--- config.mk ---
export PLATFORM = sky130hd
export DESIGN_NAME = core_regs_rom_data_window
export DESIGN_NICKNAME = d
export VERILOG_FILES = /design/src/core_regs_pkg.sv /design/src/window_if.sv /design/src/window_page_unit.sv /design/src/core_regs_rom_data_window.sv
export SDC_FILE = /design/constraint.sdc
export NUM_CORES = 1
export LEC_CHECK = 0
export BUFFER_PORTS_ARGS = -buffer_cell sky130_fd_sc_hd__buf_2
export CORE_UTILIZATION = 49
export DETAILED_ROUTE_END_ITERATION = 8
export PLACE_DENSITY = 0.78
export SKIP_LAST_GASP = 1
export SLEW_MARGIN = 5
export SYNTH_ARGS = -nofsm -noshare
export SYNTH_HDL_FRONTEND = slang
export SYNTH_SLANG_ARGS = --single-unit
--- constraint.sdc ---
create_clock -name sys_clk -period 1.95 [get_ports sys_clk]
set_input_delay 0 -clock sys_clk [delete_from_list [all_inputs] [get_ports sys_clk]]
set_output_delay 0 -clock sys_clk [all_outputs]
set_load 0.005 [all_outputs]
--- src/core_regs_pkg.sv ---
// constants and types for the core register file and read-only window
package core_regs_pkg;
  localparam int DATA_W = 8;
  localparam int PC_W = 12;
  localparam int PAGE_W = 6;
  localparam int LOW_W = 6;
  localparam logic [7:0] ADDR_INDEX_POINTER_FIRST = 8'h80;
  localparam logic [7:0] ADDR_INDEX_POINTER_SECOND = 8'h81;
  localparam logic [7:0] ADDR_SHORT_DIRECT_FIRST = 8'h82;
  localparam logic [7:0] ADDR_SHORT_DIRECT_SECOND = 8'h83;
  localparam logic [7:0] ADDR_ROM_WINDOW_PAGE = 8'hc9;
  localparam logic [7:0] ADDR_ACCUMULATOR_REG = 8'hff;
  localparam logic [7:0] ADDR_WINDOW_FIRST = 8'h40;
  localparam logic [7:0] ADDR_WINDOW_LAST = 8'h7f;
  localparam logic [7:0] READ_FILL = 8'h00;
  localparam logic [11:0] PC_RESET = 12'h000;
  localparam logic [11:0] PC_STEP = 12'h001;
  localparam logic [7:0] REG_RESET = 8'h00;
  localparam logic [2:0] FLAGS_RESET = 3'h0;
  localparam logic [1:0] PAIR_NORMAL = 2'h0;
  localparam logic [1:0] PAIR_INT = 2'h1;
  localparam logic [1:0] PAIR_NMI = 2'h2;

  typedef enum logic [1:0] {
    PC_HOLD = 2'b00,
    PC_INC = 2'b01,
    PC_LOAD = 2'b10,
    PC_REL = 2'b11
  } pc_op_t;

  typedef enum logic [1:0] {
    CTX_NORMAL = 2'b00,
    CTX_INT = 2'b01,
    CTX_NMI = 2'b10
  } ctx_t;

  typedef enum logic [1:0] {
    WIN_IDLE = 2'b00,
    WIN_MEM = 2'b01,
    WIN_DATA = 2'b10
  } win_state_t;

  typedef struct packed {
    logic [7:0] acc;
    logic [7:0] ptr_first;
    logic [7:0] ptr_second;
    logic [7:0] sd_first;
    logic [7:0] sd_second;
    logic [11:0] pc;
    logic [2:0] carry;
    logic [2:0] zero;
    logic carry_out;
    logic zero_out;
    logic [7:0] ind_addr;
    logic [7:0] rdata;
    logic rvalid;
    logic hit;
    logic [11:0] pm_addr;
    logic pm_rd;
    logic busy;
    win_state_t wstate;
  } core_state_t;

  typedef struct packed {
    logic [5:0] page;
  } page_state_t;
endpackage

--- src/window_if.sv ---
// signals between the core register file and the window page unit
`timescale 1ns/10ps
interface window_if;
  logic page_wr;
  logic [7:0] page_wdata;
  logic [5:0] low_addr;
  logic [11:0] pm_addr;
  modport core(output page_wr, output page_wdata, output low_addr, input pm_addr);
  modport page(input page_wr, input page_wdata, input low_addr, output pm_addr);
endinterface

--- src/window_page_unit.sv ---
// write-only window page register and program memory address former
`timescale 1ns/10ps
module window_page_unit (
  input wire logic sys_clk,       // machine clock
  window_if.page win              // page write and address forming
);
  core_regs_pkg::page_state_t st;
  core_regs_pkg::page_state_t next_st;

  always_comb begin
    next_st = st;
    if (win.page_wr) begin
      next_st.page = win.page_wdata[core_regs_pkg::PAGE_W-1:0];
    end
  end

  // no reset: content unknown until first write
  always_ff @(posedge sys_clk) begin
    st <= next_st;
  end

  assign win.pm_addr = {st.page, win.low_addr};
endmodule

--- src/core_regs_rom_data_window.sv ---
// core working registers, program counter, flags and read-only data window
`timescale 1ns/10ps
module core_regs_rom_data_window (
  input wire logic sys_clk,                 // machine clock
  input wire logic rst_n,                   // async reset, active low
  input wire logic [7:0] ds_addr,           // data-space address
  input wire logic ds_rd,                   // data-space read strobe
  input wire logic ds_wr,                   // data-space write strobe
  input wire logic [7:0] ds_wdata,          // data-space write data
  output logic [7:0] ds_rdata,              // read data
  output logic ds_rvalid,                   // read data valid pulse
  output logic ds_hit,                      // read served by this block
  output logic win_busy,                    // window read in progress
  output logic [11:0] pm_addr,              // window program memory address
  output logic pm_rd,                       // window program memory read pulse
  input wire logic [7:0] pm_rdata,          // program memory data, one cycle after pm_rd
  input wire logic acc_we,                  // alu writes accumulator
  input wire logic [7:0] acc_wdata,         // alu result
  output logic [7:0] accumulator_reg,       // accumulator content
  input wire logic ind_sel,                 // 0 first pointer, 1 second
  output logic [7:0] ind_addr,              // indirect operand address
  input wire logic [1:0] pc_op,             // program counter operation
  input wire logic [11:0] pc_load_value,    // jump, call, vector or pop value
  input wire logic [7:0] pc_offset,         // signed relative branch offset
  output logic [11:0] program_counter,      // next fetch address
  input wire logic [1:0] ctx,               // execution context
  input wire logic flag_we,                 // update flags of context
  input wire logic carry_in,                // new carry
  input wire logic zero_in,                 // new zero
  output logic carry,                       // carry of current context
  output logic zero                         // zero of current context
);
  core_regs_pkg::core_state_t st;
  core_regs_pkg::core_state_t next_st;
  window_if win ();

  logic in_window;
  logic page_sel;
  logic [1:0] flag_idx;
  logic [11:0] rel_step;
  logic [11:0] pc_next;
  logic [7:0] reg_rdata;
  logic reg_hit;
  logic access_ok;
  logic [2:0] next_carry;
  logic [2:0] next_zero;

  window_page_unit u_page (
    .sys_clk(sys_clk),
    .win(win.page)
  );

  assign in_window = (ds_addr >= core_regs_pkg::ADDR_WINDOW_FIRST) &&
                     (ds_addr <= core_regs_pkg::ADDR_WINDOW_LAST);
  assign page_sel = (ds_addr == core_regs_pkg::ADDR_ROM_WINDOW_PAGE);
  // a window read holds the port; nothing is taken then
  assign access_ok = (st.wstate == core_regs_pkg::WIN_IDLE);
  assign win.page_wr = ds_wr && page_sel && access_ok;
  assign win.page_wdata = ds_wdata;
  assign win.low_addr = ds_addr[core_regs_pkg::LOW_W-1:0];
  assign rel_step = {{(core_regs_pkg::PC_W-core_regs_pkg::DATA_W){pc_offset[7]}}, pc_offset};

  always_comb begin
    case (ctx)
      core_regs_pkg::CTX_NORMAL: flag_idx = core_regs_pkg::PAIR_NORMAL;
      core_regs_pkg::CTX_INT: flag_idx = core_regs_pkg::PAIR_INT;
      default: flag_idx = core_regs_pkg::PAIR_NMI;
    endcase
  end

  // register read mux; page and unmapped reads give the fill byte
  always_comb begin
    reg_rdata = core_regs_pkg::READ_FILL;
    reg_hit = 1'b1;
    case (ds_addr)
      core_regs_pkg::ADDR_INDEX_POINTER_FIRST: reg_rdata = st.ptr_first;
      core_regs_pkg::ADDR_INDEX_POINTER_SECOND: reg_rdata = st.ptr_second;
      core_regs_pkg::ADDR_SHORT_DIRECT_FIRST: reg_rdata = st.sd_first;
      core_regs_pkg::ADDR_SHORT_DIRECT_SECOND: reg_rdata = st.sd_second;
      core_regs_pkg::ADDR_ACCUMULATOR_REG: reg_rdata = st.acc;
      core_regs_pkg::ADDR_ROM_WINDOW_PAGE: reg_rdata = core_regs_pkg::READ_FILL;
      default: reg_hit = 1'b0;
    endcase
  end

  // program counter, wraps within 4096 bytes
  always_comb begin
    case (core_regs_pkg::pc_op_t'(pc_op))
      core_regs_pkg::PC_INC: pc_next = st.pc + core_regs_pkg::PC_STEP;
      core_regs_pkg::PC_LOAD: pc_next = pc_load_value;
      core_regs_pkg::PC_REL: pc_next = st.pc + rel_step;
      default: pc_next = st.pc;
    endcase
  end

  // one carry/zero pair per context; the others keep their state
  always_comb begin
    next_carry = st.carry;
    next_zero = st.zero;
    if (flag_we) begin
      next_carry[flag_idx] = carry_in;
      next_zero[flag_idx] = zero_in;
    end
  end

  always_comb begin
    next_st = st;
    next_st.rvalid = 1'b0;
    next_st.pm_rd = 1'b0;

    // data-space register writes; window writes do nothing
    if (ds_wr && access_ok) begin
      case (ds_addr)
        core_regs_pkg::ADDR_INDEX_POINTER_FIRST: next_st.ptr_first = ds_wdata;
        core_regs_pkg::ADDR_INDEX_POINTER_SECOND: next_st.ptr_second = ds_wdata;
        core_regs_pkg::ADDR_SHORT_DIRECT_FIRST: next_st.sd_first = ds_wdata;
        core_regs_pkg::ADDR_SHORT_DIRECT_SECOND: next_st.sd_second = ds_wdata;
        core_regs_pkg::ADDR_ACCUMULATOR_REG: next_st.acc = ds_wdata;
        default: next_st.acc = next_st.acc;
      endcase
    end
    // alu result wins over a same-cycle data-space write
    if (acc_we) begin
      next_st.acc = acc_wdata;
    end

    // read path and window sequence
    case (st.wstate)
      core_regs_pkg::WIN_IDLE: begin
        if (ds_rd && !ds_wr) begin
          if (in_window) begin
            next_st.pm_addr = win.pm_addr;
            next_st.pm_rd = 1'b1;
            next_st.busy = 1'b1;
            next_st.wstate = core_regs_pkg::WIN_MEM;
          end else begin
            next_st.rvalid = 1'b1;
            next_st.hit = reg_hit;
            next_st.rdata = reg_rdata;
          end
        end
      end
      core_regs_pkg::WIN_MEM: begin
        next_st.wstate = core_regs_pkg::WIN_DATA;
      end
      // program memory answers one cycle after pm_rd
      core_regs_pkg::WIN_DATA: begin
        next_st.rdata = pm_rdata;
        next_st.rvalid = 1'b1;
        next_st.hit = 1'b1;
        next_st.busy = 1'b0;
        next_st.wstate = core_regs_pkg::WIN_IDLE;
      end
      default: begin
        next_st.busy = 1'b0;
        next_st.wstate = core_regs_pkg::WIN_IDLE;
      end
    endcase

    next_st.pc = pc_next;

    next_st.carry = next_carry;
    next_st.zero = next_zero;
    next_st.carry_out = next_carry[flag_idx];
    next_st.zero_out = next_zero[flag_idx];

    // operand address follows the selected pointer
    next_st.ind_addr = ind_sel ? next_st.ptr_second : next_st.ptr_first;
  end

  // page register sits in the unit, outside this reset
  always_ff @(posedge sys_clk or negedge rst_n) begin
    if (!rst_n) begin
      st <= '{
        acc: core_regs_pkg::REG_RESET,
        ptr_first: core_regs_pkg::REG_RESET,
        ptr_second: core_regs_pkg::REG_RESET,
        sd_first: core_regs_pkg::REG_RESET,
        sd_second: core_regs_pkg::REG_RESET,
        pc: core_regs_pkg::PC_RESET,
        carry: core_regs_pkg::FLAGS_RESET,
        zero: core_regs_pkg::FLAGS_RESET,
        carry_out: 1'b0,
        zero_out: 1'b0,
        ind_addr: core_regs_pkg::REG_RESET,
        rdata: core_regs_pkg::READ_FILL,
        rvalid: 1'b0,
        hit: 1'b0,
        pm_addr: core_regs_pkg::PC_RESET,
        pm_rd: 1'b0,
        busy: 1'b0,
        wstate: core_regs_pkg::WIN_IDLE
      };
    end else begin
      st <= next_st;
    end
  end

  assign ds_rdata = st.rdata;
  assign ds_rvalid = st.rvalid;
  assign ds_hit = st.hit;
  assign win_busy = st.busy;
  assign pm_addr = st.pm_addr;
  assign pm_rd = st.pm_rd;
  assign accumulator_reg = st.acc;
  assign ind_addr = st.ind_addr;
  assign program_counter = st.pc;
  assign carry = st.carry_out;
  assign zero = st.zero_out;
endmodule

==> results of run 1 <==
[repair_timing]
item | 4_1_cts | 5_1_grt
buffers inserted | 0 | 4
gates resized for setup | 4 | 11
setup endpoints to repair | 8 | 22
hold endpoints to repair | 111 | 0
hold buffers | 50 | 0
pin swaps | 2 | 5
[critical path, cell delays in order (launching register included)]
cell      delay (ns)
dfrtp_1         0.42
ha_1            0.35
o211ai_1        0.13
o211ai_1        0.42
a31oi_1         0.19
xnor2_1         0.19
a21oi_1         0.09
[routing by layer]
layer  global-route usage (%)  part of all wire, %  up-vias  routed length (um)
met1                     29.2                   41     2076                5210
met2                     39.0                   51      165                6580
met5                        0                    0        -                   0
met4                     10.7                  2.6        0                 328
met3                     4.66                  5.4       31                 689
li1                         -                    -     1935                   -
[power by group through the flow]
stage	clock [mW]	sequential (mW)	combinational, mW
after CTS	1.30	2.45	1.21
after global placement	0	2.48	1.07
final	1.26	2.46	1.28
after global routing	1.37	2.48	1.41
after detailed placement	0	2.49	1.11
after floorplan	0	2.46	0.875
[cell usage after synthesis, types with 3 or more instances]
| library cell | number | area, um2 |
|---|---|---|
| inv_1 | 9 | 33.8 |
| nand2b_1 | 5 | 31.3 |
| a221oi_1 | 3 | 26.3 |
| buf_4 | 48 | 360 |
| ha_1 | 11 | 138 |
| buf_1 | 4 | 15.0 |
| a211oi_1 | 4 | 30.0 |
| nand2_1 | 48 | 180 |
| o21ai_0 | 23 | 115 |
| nor2_1 | 5 | 18.8 |
| a22oi_1 | 8 | 60.1 |
| o31ai_1 | 3 | 22.5 |
| xor2_1 | 3 | 26.3 |
| edfxtp_1 | 6 | 180 |
| xnor2_1 | 3 | 26.3 |
| a32o_1 | 3 | 30.0 |
| dfrtp_1 | 94 | 2350 |
| mux2_2 | 65 | 732 |
| a21o_1 | 4 | 30.0 |
| and3_1 | 6 | 37.5 |
| mux2i_1 | 14 | 140 |
| clkbuf_1 | 12 | 45.0 |
| o21a_1 | 10 | 75.1 |
| nor3_1 | 5 | 25.0 |
| o32a_1 | 8 | 80.1 |
| nand3_1 | 6 | 30.0 |
| a21oi_1 | 13 | 65.1 |
| nor2b_1 | 6 | 37.5 |
| a221o_1 | 5 | 50.1 |
[kinds of logic after synthesis]
| logic type | Yosys count | share of synthesized area (%) |
|---|---|---|
| simple gates | 100 | 10.3 |
| mux | 80 | 16.7 |
| xor+xnor | 6 | 0.990 |
| buf+inv | 77 | 9.02 |
| compound gates | 93 | 12.4 |
| fa+ha+maj | 12 | 2.97 |
| flops | 100 | 47.7 |
[metrics by stage]
stage	power [mW]	utilization, %
floorplan	3.33	-
global route	5.27	63.9
CTS	4.97	63.0
global placement	3.55	56.3
detailed placement	3.60	56.3
finish	5.00	63.9
[final timing paths]
path	from	endpoint	slack, ns	depth (start not counted)
hold / removal	acc_we	accumulator_reg[2]	0.02	2
setup reg to reg	program_counter[4]	program_counter[11]	0.04	6
setup / recovery	program_counter[4]	program_counter[11]	0.04	6
min in group asynchronous	rst_n	st[65]	0.16	2
hold reg to reg	u_page.st[0]	pm_addr[6]	0.45	2
max in group asynchronous	rst_n	program_counter[9]	1.19	3
[layout make-up]
type / count / area (um2)
Fill cell: 777 / 3760
Tap cell: 136 / 170
Sequential cell: 100 / 2530
Clock buffer: 10 / 128
Inverter: 10 / 37.5
Clock inverter: 6 / 56.3
Timing Repair Buffer: 197 / 1340
Multi-Input combinational cell: 291 / 2390
==> results.md, run 1 <==
- Ys flop type: dfrtp_1
- Worst path required time: 2.23 ns
- Area Overhead vs Synth: 25.3%
- Initial core utilization: 51.0%
- Clk root buf: clkbuf_8
- Layout cells sized above 1: 40.7%
- Core ar.: 10,400 um2
- Kind of critical path: reg2reg
- Initial antenna violation count: 0
- Worst Tran Pin Value: 0.832 ns
- #FFs+latches synth: 100
- Diode count: 0
- Synth cell types: 55
- Antenna Nets Post-Route: 0
- Worst hold margin: 0.0231 ns
- Crit Path Max Fanout: 4
- EDFF count, synth: 6
- Worst Skew: 0.0183 ns
- Syn_nets: 545
- Sw frac: 30.6%
- Post-synth ARST share: 94.0%
- Final setup vio count: 0
- GRT overflow: 0
- Site Rows: 37
- Sequential area share after synthesis: 47.7%
- Drt total wl: 12,800 um
- Worst VDD drop: 371 uV
- Pre-antenna DRT Iters: 7
- Worst setup EP type: flip-flop
- Critical path startpoint category: flip-flop
- Rel. slew slack: 44.4%
- Warnings from Yosys: 0
- Clock transition at the registers of the reported paths: 0.11 ns
- Avg Inst Size Synth: 11.3 um2
- Post-place setup slack: -0.0221 ns
- Leak pwr: 3.20 nW
- F_max: 524 MHz
- Total GRT Usage: 23.4%
- Dpl cells: 680
- Max_cap viols: 0
- Clock Latency Late Sink: 0.38 ns
- Final nets: 686
- Hold Violations, Final: 0
- Status: finished clean
- Non-filler instance count after layout: 750
- Clk pwr share: 25.3%
- Class of the worst hold path: in2reg
- RSZ-0062 raised after global routing: yes
- Fin. max-slew vios: 0
- WL/cell: 17.1 um
- Largest net degree at the start of global routing: 43
- Largest register by flop count: st
- Vias in the first global route: 4,307
- H-tree depth: 3
- Die W: 106 um
- Cell area after synthesis: 5310 um2
- Switching pwr: 1.53 mW
- RD Place Congestion: 0.820
- # IOs: 119
- Post-route cell area: 6660 um2
- Placed inst area: 5860 um2
- Most frequent cells in the layout: 117 x buf_2, 94 x dfrtp_1, 65 x mux2_2, 50 x dlygate4sd3_1, 48 x nand2_1
- I/O Buffers: 118
- CTS tree: done
- Post-synthesis cell count: 468
- DRC viols: 0
- DIE HEIGHT: 106 um
- Drt via density: 5.61
- DPL Wire Length: 8450 um
- PD cells: 751 nW/um2
- Critical path data arrival time: 2.18 ns
- First-pass GRT wire length: 20,500 um
- CTS Buf Count: 9
- Vias: 4,207
- Most common cell after layout, fill and taps aside: buf_2
- Final worst path period share: 97.8%
- CTS Sinks: 100
- Max reg flops: 40
- Die ar.: 11,300 um2
- Seq pwr share: 49.1%
- Internal power: 3.47 mW
- Logic pwr share: 25.6%
- Setup TNS: 0 ns
- Final min period: 1.91 ns
- DRT iter0 DRCs: 248
- Clock Path Buffers: 2
- Post-route setup slack: 0.0430 ns
(Power assumes the default switching activity.)
==> inputs of run 2 (changes only) <==
==> constraint.sdc (replaced) <==
create_clock -name sys_clk -period 1.7 [get_ports sys_clk]
set_input_delay 0 -clock sys_clk [delete_from_list [all_inputs] [get_ports sys_clk]]
set_output_delay 0 -clock sys_clk [all_outputs]
set_load 0.005 [all_outputs]
==> run 2 against run 1 <==
Compared with the run above:
- the run now ends with negative setup slack left
- utilization rose by 4.4 points
- flip-flop and latch count is the same
- critical path depth unchanged
- register-to-register slack lost 0.17 ns
- sequential power increased by 15%
- die area is the same
- first-iteration DRC count down 8.1%
- critical path type unchanged
==> results.md, run 2 (synthesized netlist as in run 1, its figures left out) <==
- Status: complete, but fails checks
- Failing checks: negative setup slack
- # IOs: 119
- Antenna Nets Post-Route: 0
- Critical path startpoint category: flip-flop
- Area Overhead vs Synth: 33.9%
- F_max: 546 MHz
- Layout cells sized above 1: 45.2%
- Internal power: 4.17 mW
- Die W: 106 um
- Crit Path Max Fanout: 10
- Placed inst area: 6130 um2
- Highest metal used: met4
- R2R cell count: 6
- Multi-input gate area: 2560 um2
- CTS tree: done
- Met3 wire len: 539 um
- Rel. slew slack: 66.8%
- RD Place Congestion: 0.829
- Pre-antenna DRT Iters: 4
- Clk root buf: clkbuf_8
- Max reg flops: 40
- Hold Violations, Final: 0
- Logic pwr share: 28.7%
- Worst path required time: 2.00 ns
- DIE HEIGHT: 106 um
- I/O Buffers: 118
- Kind of critical path: reg2reg
- Sw frac: 31.0%
- Final core occ: 68.3%
- Initial antenna violation count: 0
- Worst VDD drop: 488 uV
- Critical path data arrival time: 2.13 ns
- Drt via density: 5.50
- Final nets: 714
- Total GRT Usage: 24.3%
- Non-filler instance count after layout: 778
- Met2 routed WL: 7000 um
- Most frequent cells in the layout: 117 x buf_2, 94 x dfrtp_1, 57 x mux2_2, 54 x dlygate4sd3_1, 48 x nand2_1
- Vias in the first global route: 4,530
- Largest register by flop count: st
- RSZ-0062 raised after global routing: yes
- Setup TNS: -2.20 ns
- CTS Sinks: 100
- Diode count: 0
- Post-route setup slack: -0.130 ns
- DPL Wire Length: 9130 um
- Seq pwr share: 46.9%
- Vias: 4,281
- Core ar.: 10,400 um2
- Clk pwr share: 24.4%
- DRT iter0 DRCs: 228
- Final min period: 1.83 ns
- Switching pwr: 1.87 mW
- Class of the worst hold path: in2reg
- Worst Skew: 0.0166 ns
- Worst setup EP type: flip-flop
- Dpl cells: 702
- H-tree depth: 3
- Hold Path Stages: 4
- Most common cell after layout, fill and taps aside: buf_2
- Clock Path Buffers: 2
- Final setup vio count: 36
- M1 wire length: 5420 um
- Total Power: 6.04 mW
- Worst hold margin: 0.0157 ns
- WL/cell: 17.0 um
- DRC viols: 0
- GRT overflow: 0
- Final worst path period share: 108%
- Die ar.: 11,300 um2
- Leak pwr: 3.38 nW
- CTS Buf Count: 9
- Clock Latency Late Sink: 0.37 ns
- Post-place setup slack: -0.194 ns
- First-pass GRT wire length: 21,500 um
- Max_cap viols: 0
- Initial core utilization: 51.0%
- Fin. max-slew vios: 0
- Drt total wl: 13,200 um
- Largest net degree at the start of global routing: 62
- Post-route cell area: 7110 um2
- Clock transition at the registers of the reported paths: 0.11 ns
- Fillcell total: 742
- Site Rows: 37
- Worst Tran Pin Value: 0.489 ns
- PD cells: 850 nW/um2
- FF/Latch Area: 2530 um2
==> run 2: cell count changes in the layout (fill, tap and decap cells not counted), sizes merged <==
cell	delta
dlygate4sd3	+4
clkbuf	-1
clkinv	+1
bufbuf	+1
buf	+23
==> run 2: final timing paths <==
| kind | startpoint | to | slack, ns |
|---|---|---|---|
| setup / recovery | st[0] | ind_addr[5] | -0.13 |
| hold / removal | ds_rd | st[0] | 0.02 |
| setup reg to reg | st[0] | ind_addr[5] | -0.13 |
| hold reg to reg | u_page.st[0] | pm_addr[6] | 0.45 |
| max in group asynchronous | rst_n | st[75] | 0.91 |
| min in group asynchronous | rst_n | program_counter[11] | 0.11 |
==> run 2: power by group through the flow <==
stage	Combinational, mW	Clock, mW	Sequential (mW)
after floorplan	1.07	0	2.82
after global placement	1.43	0	2.85
after detailed placement	1.47	0	2.86
after CTS	1.63	1.52	2.83
after global routing	1.90	1.59	2.87
final	1.73	1.48	2.84
==> run 2: area by class of cell <==
cell class,instances,share of cell area (%)
inverters,10,0.580
repair buffers,225,22.7
clock inverters,7,0.950
multi-input cells,291,36.1
well taps,136,2.39
flip-flops and latches,100,35.6
clock buffers,9,1.74
==> run 2: metal layers <==
layer  vias to the layer above  global-route usage, %
met5                         -                      0
met4                         0                   10.3
met3                        27                   3.19
met2                       145                   43.5
met1                      2116                   29.2
li1                       1993                      -
==> run 2: timing repair <==
item                                   CTS  global route
setup buffers                            1             4
pin swaps                               17            17
hold buffers                            54             0
cloned                                   1             0
setup endpoints to repair               53            49
resized for setup                       15            20
endpoints found under the hold margin  104             0
==> run 2: critical path, cell delays in order, from the launching register on <==
cell,delay (ns)
dfrtp_1,0.40
or3b_4,0.45
nor4b_4,0.29
buf_12,0.18
nand2b_4,0.17
o32a_1,0.14
o21a_1,0.12
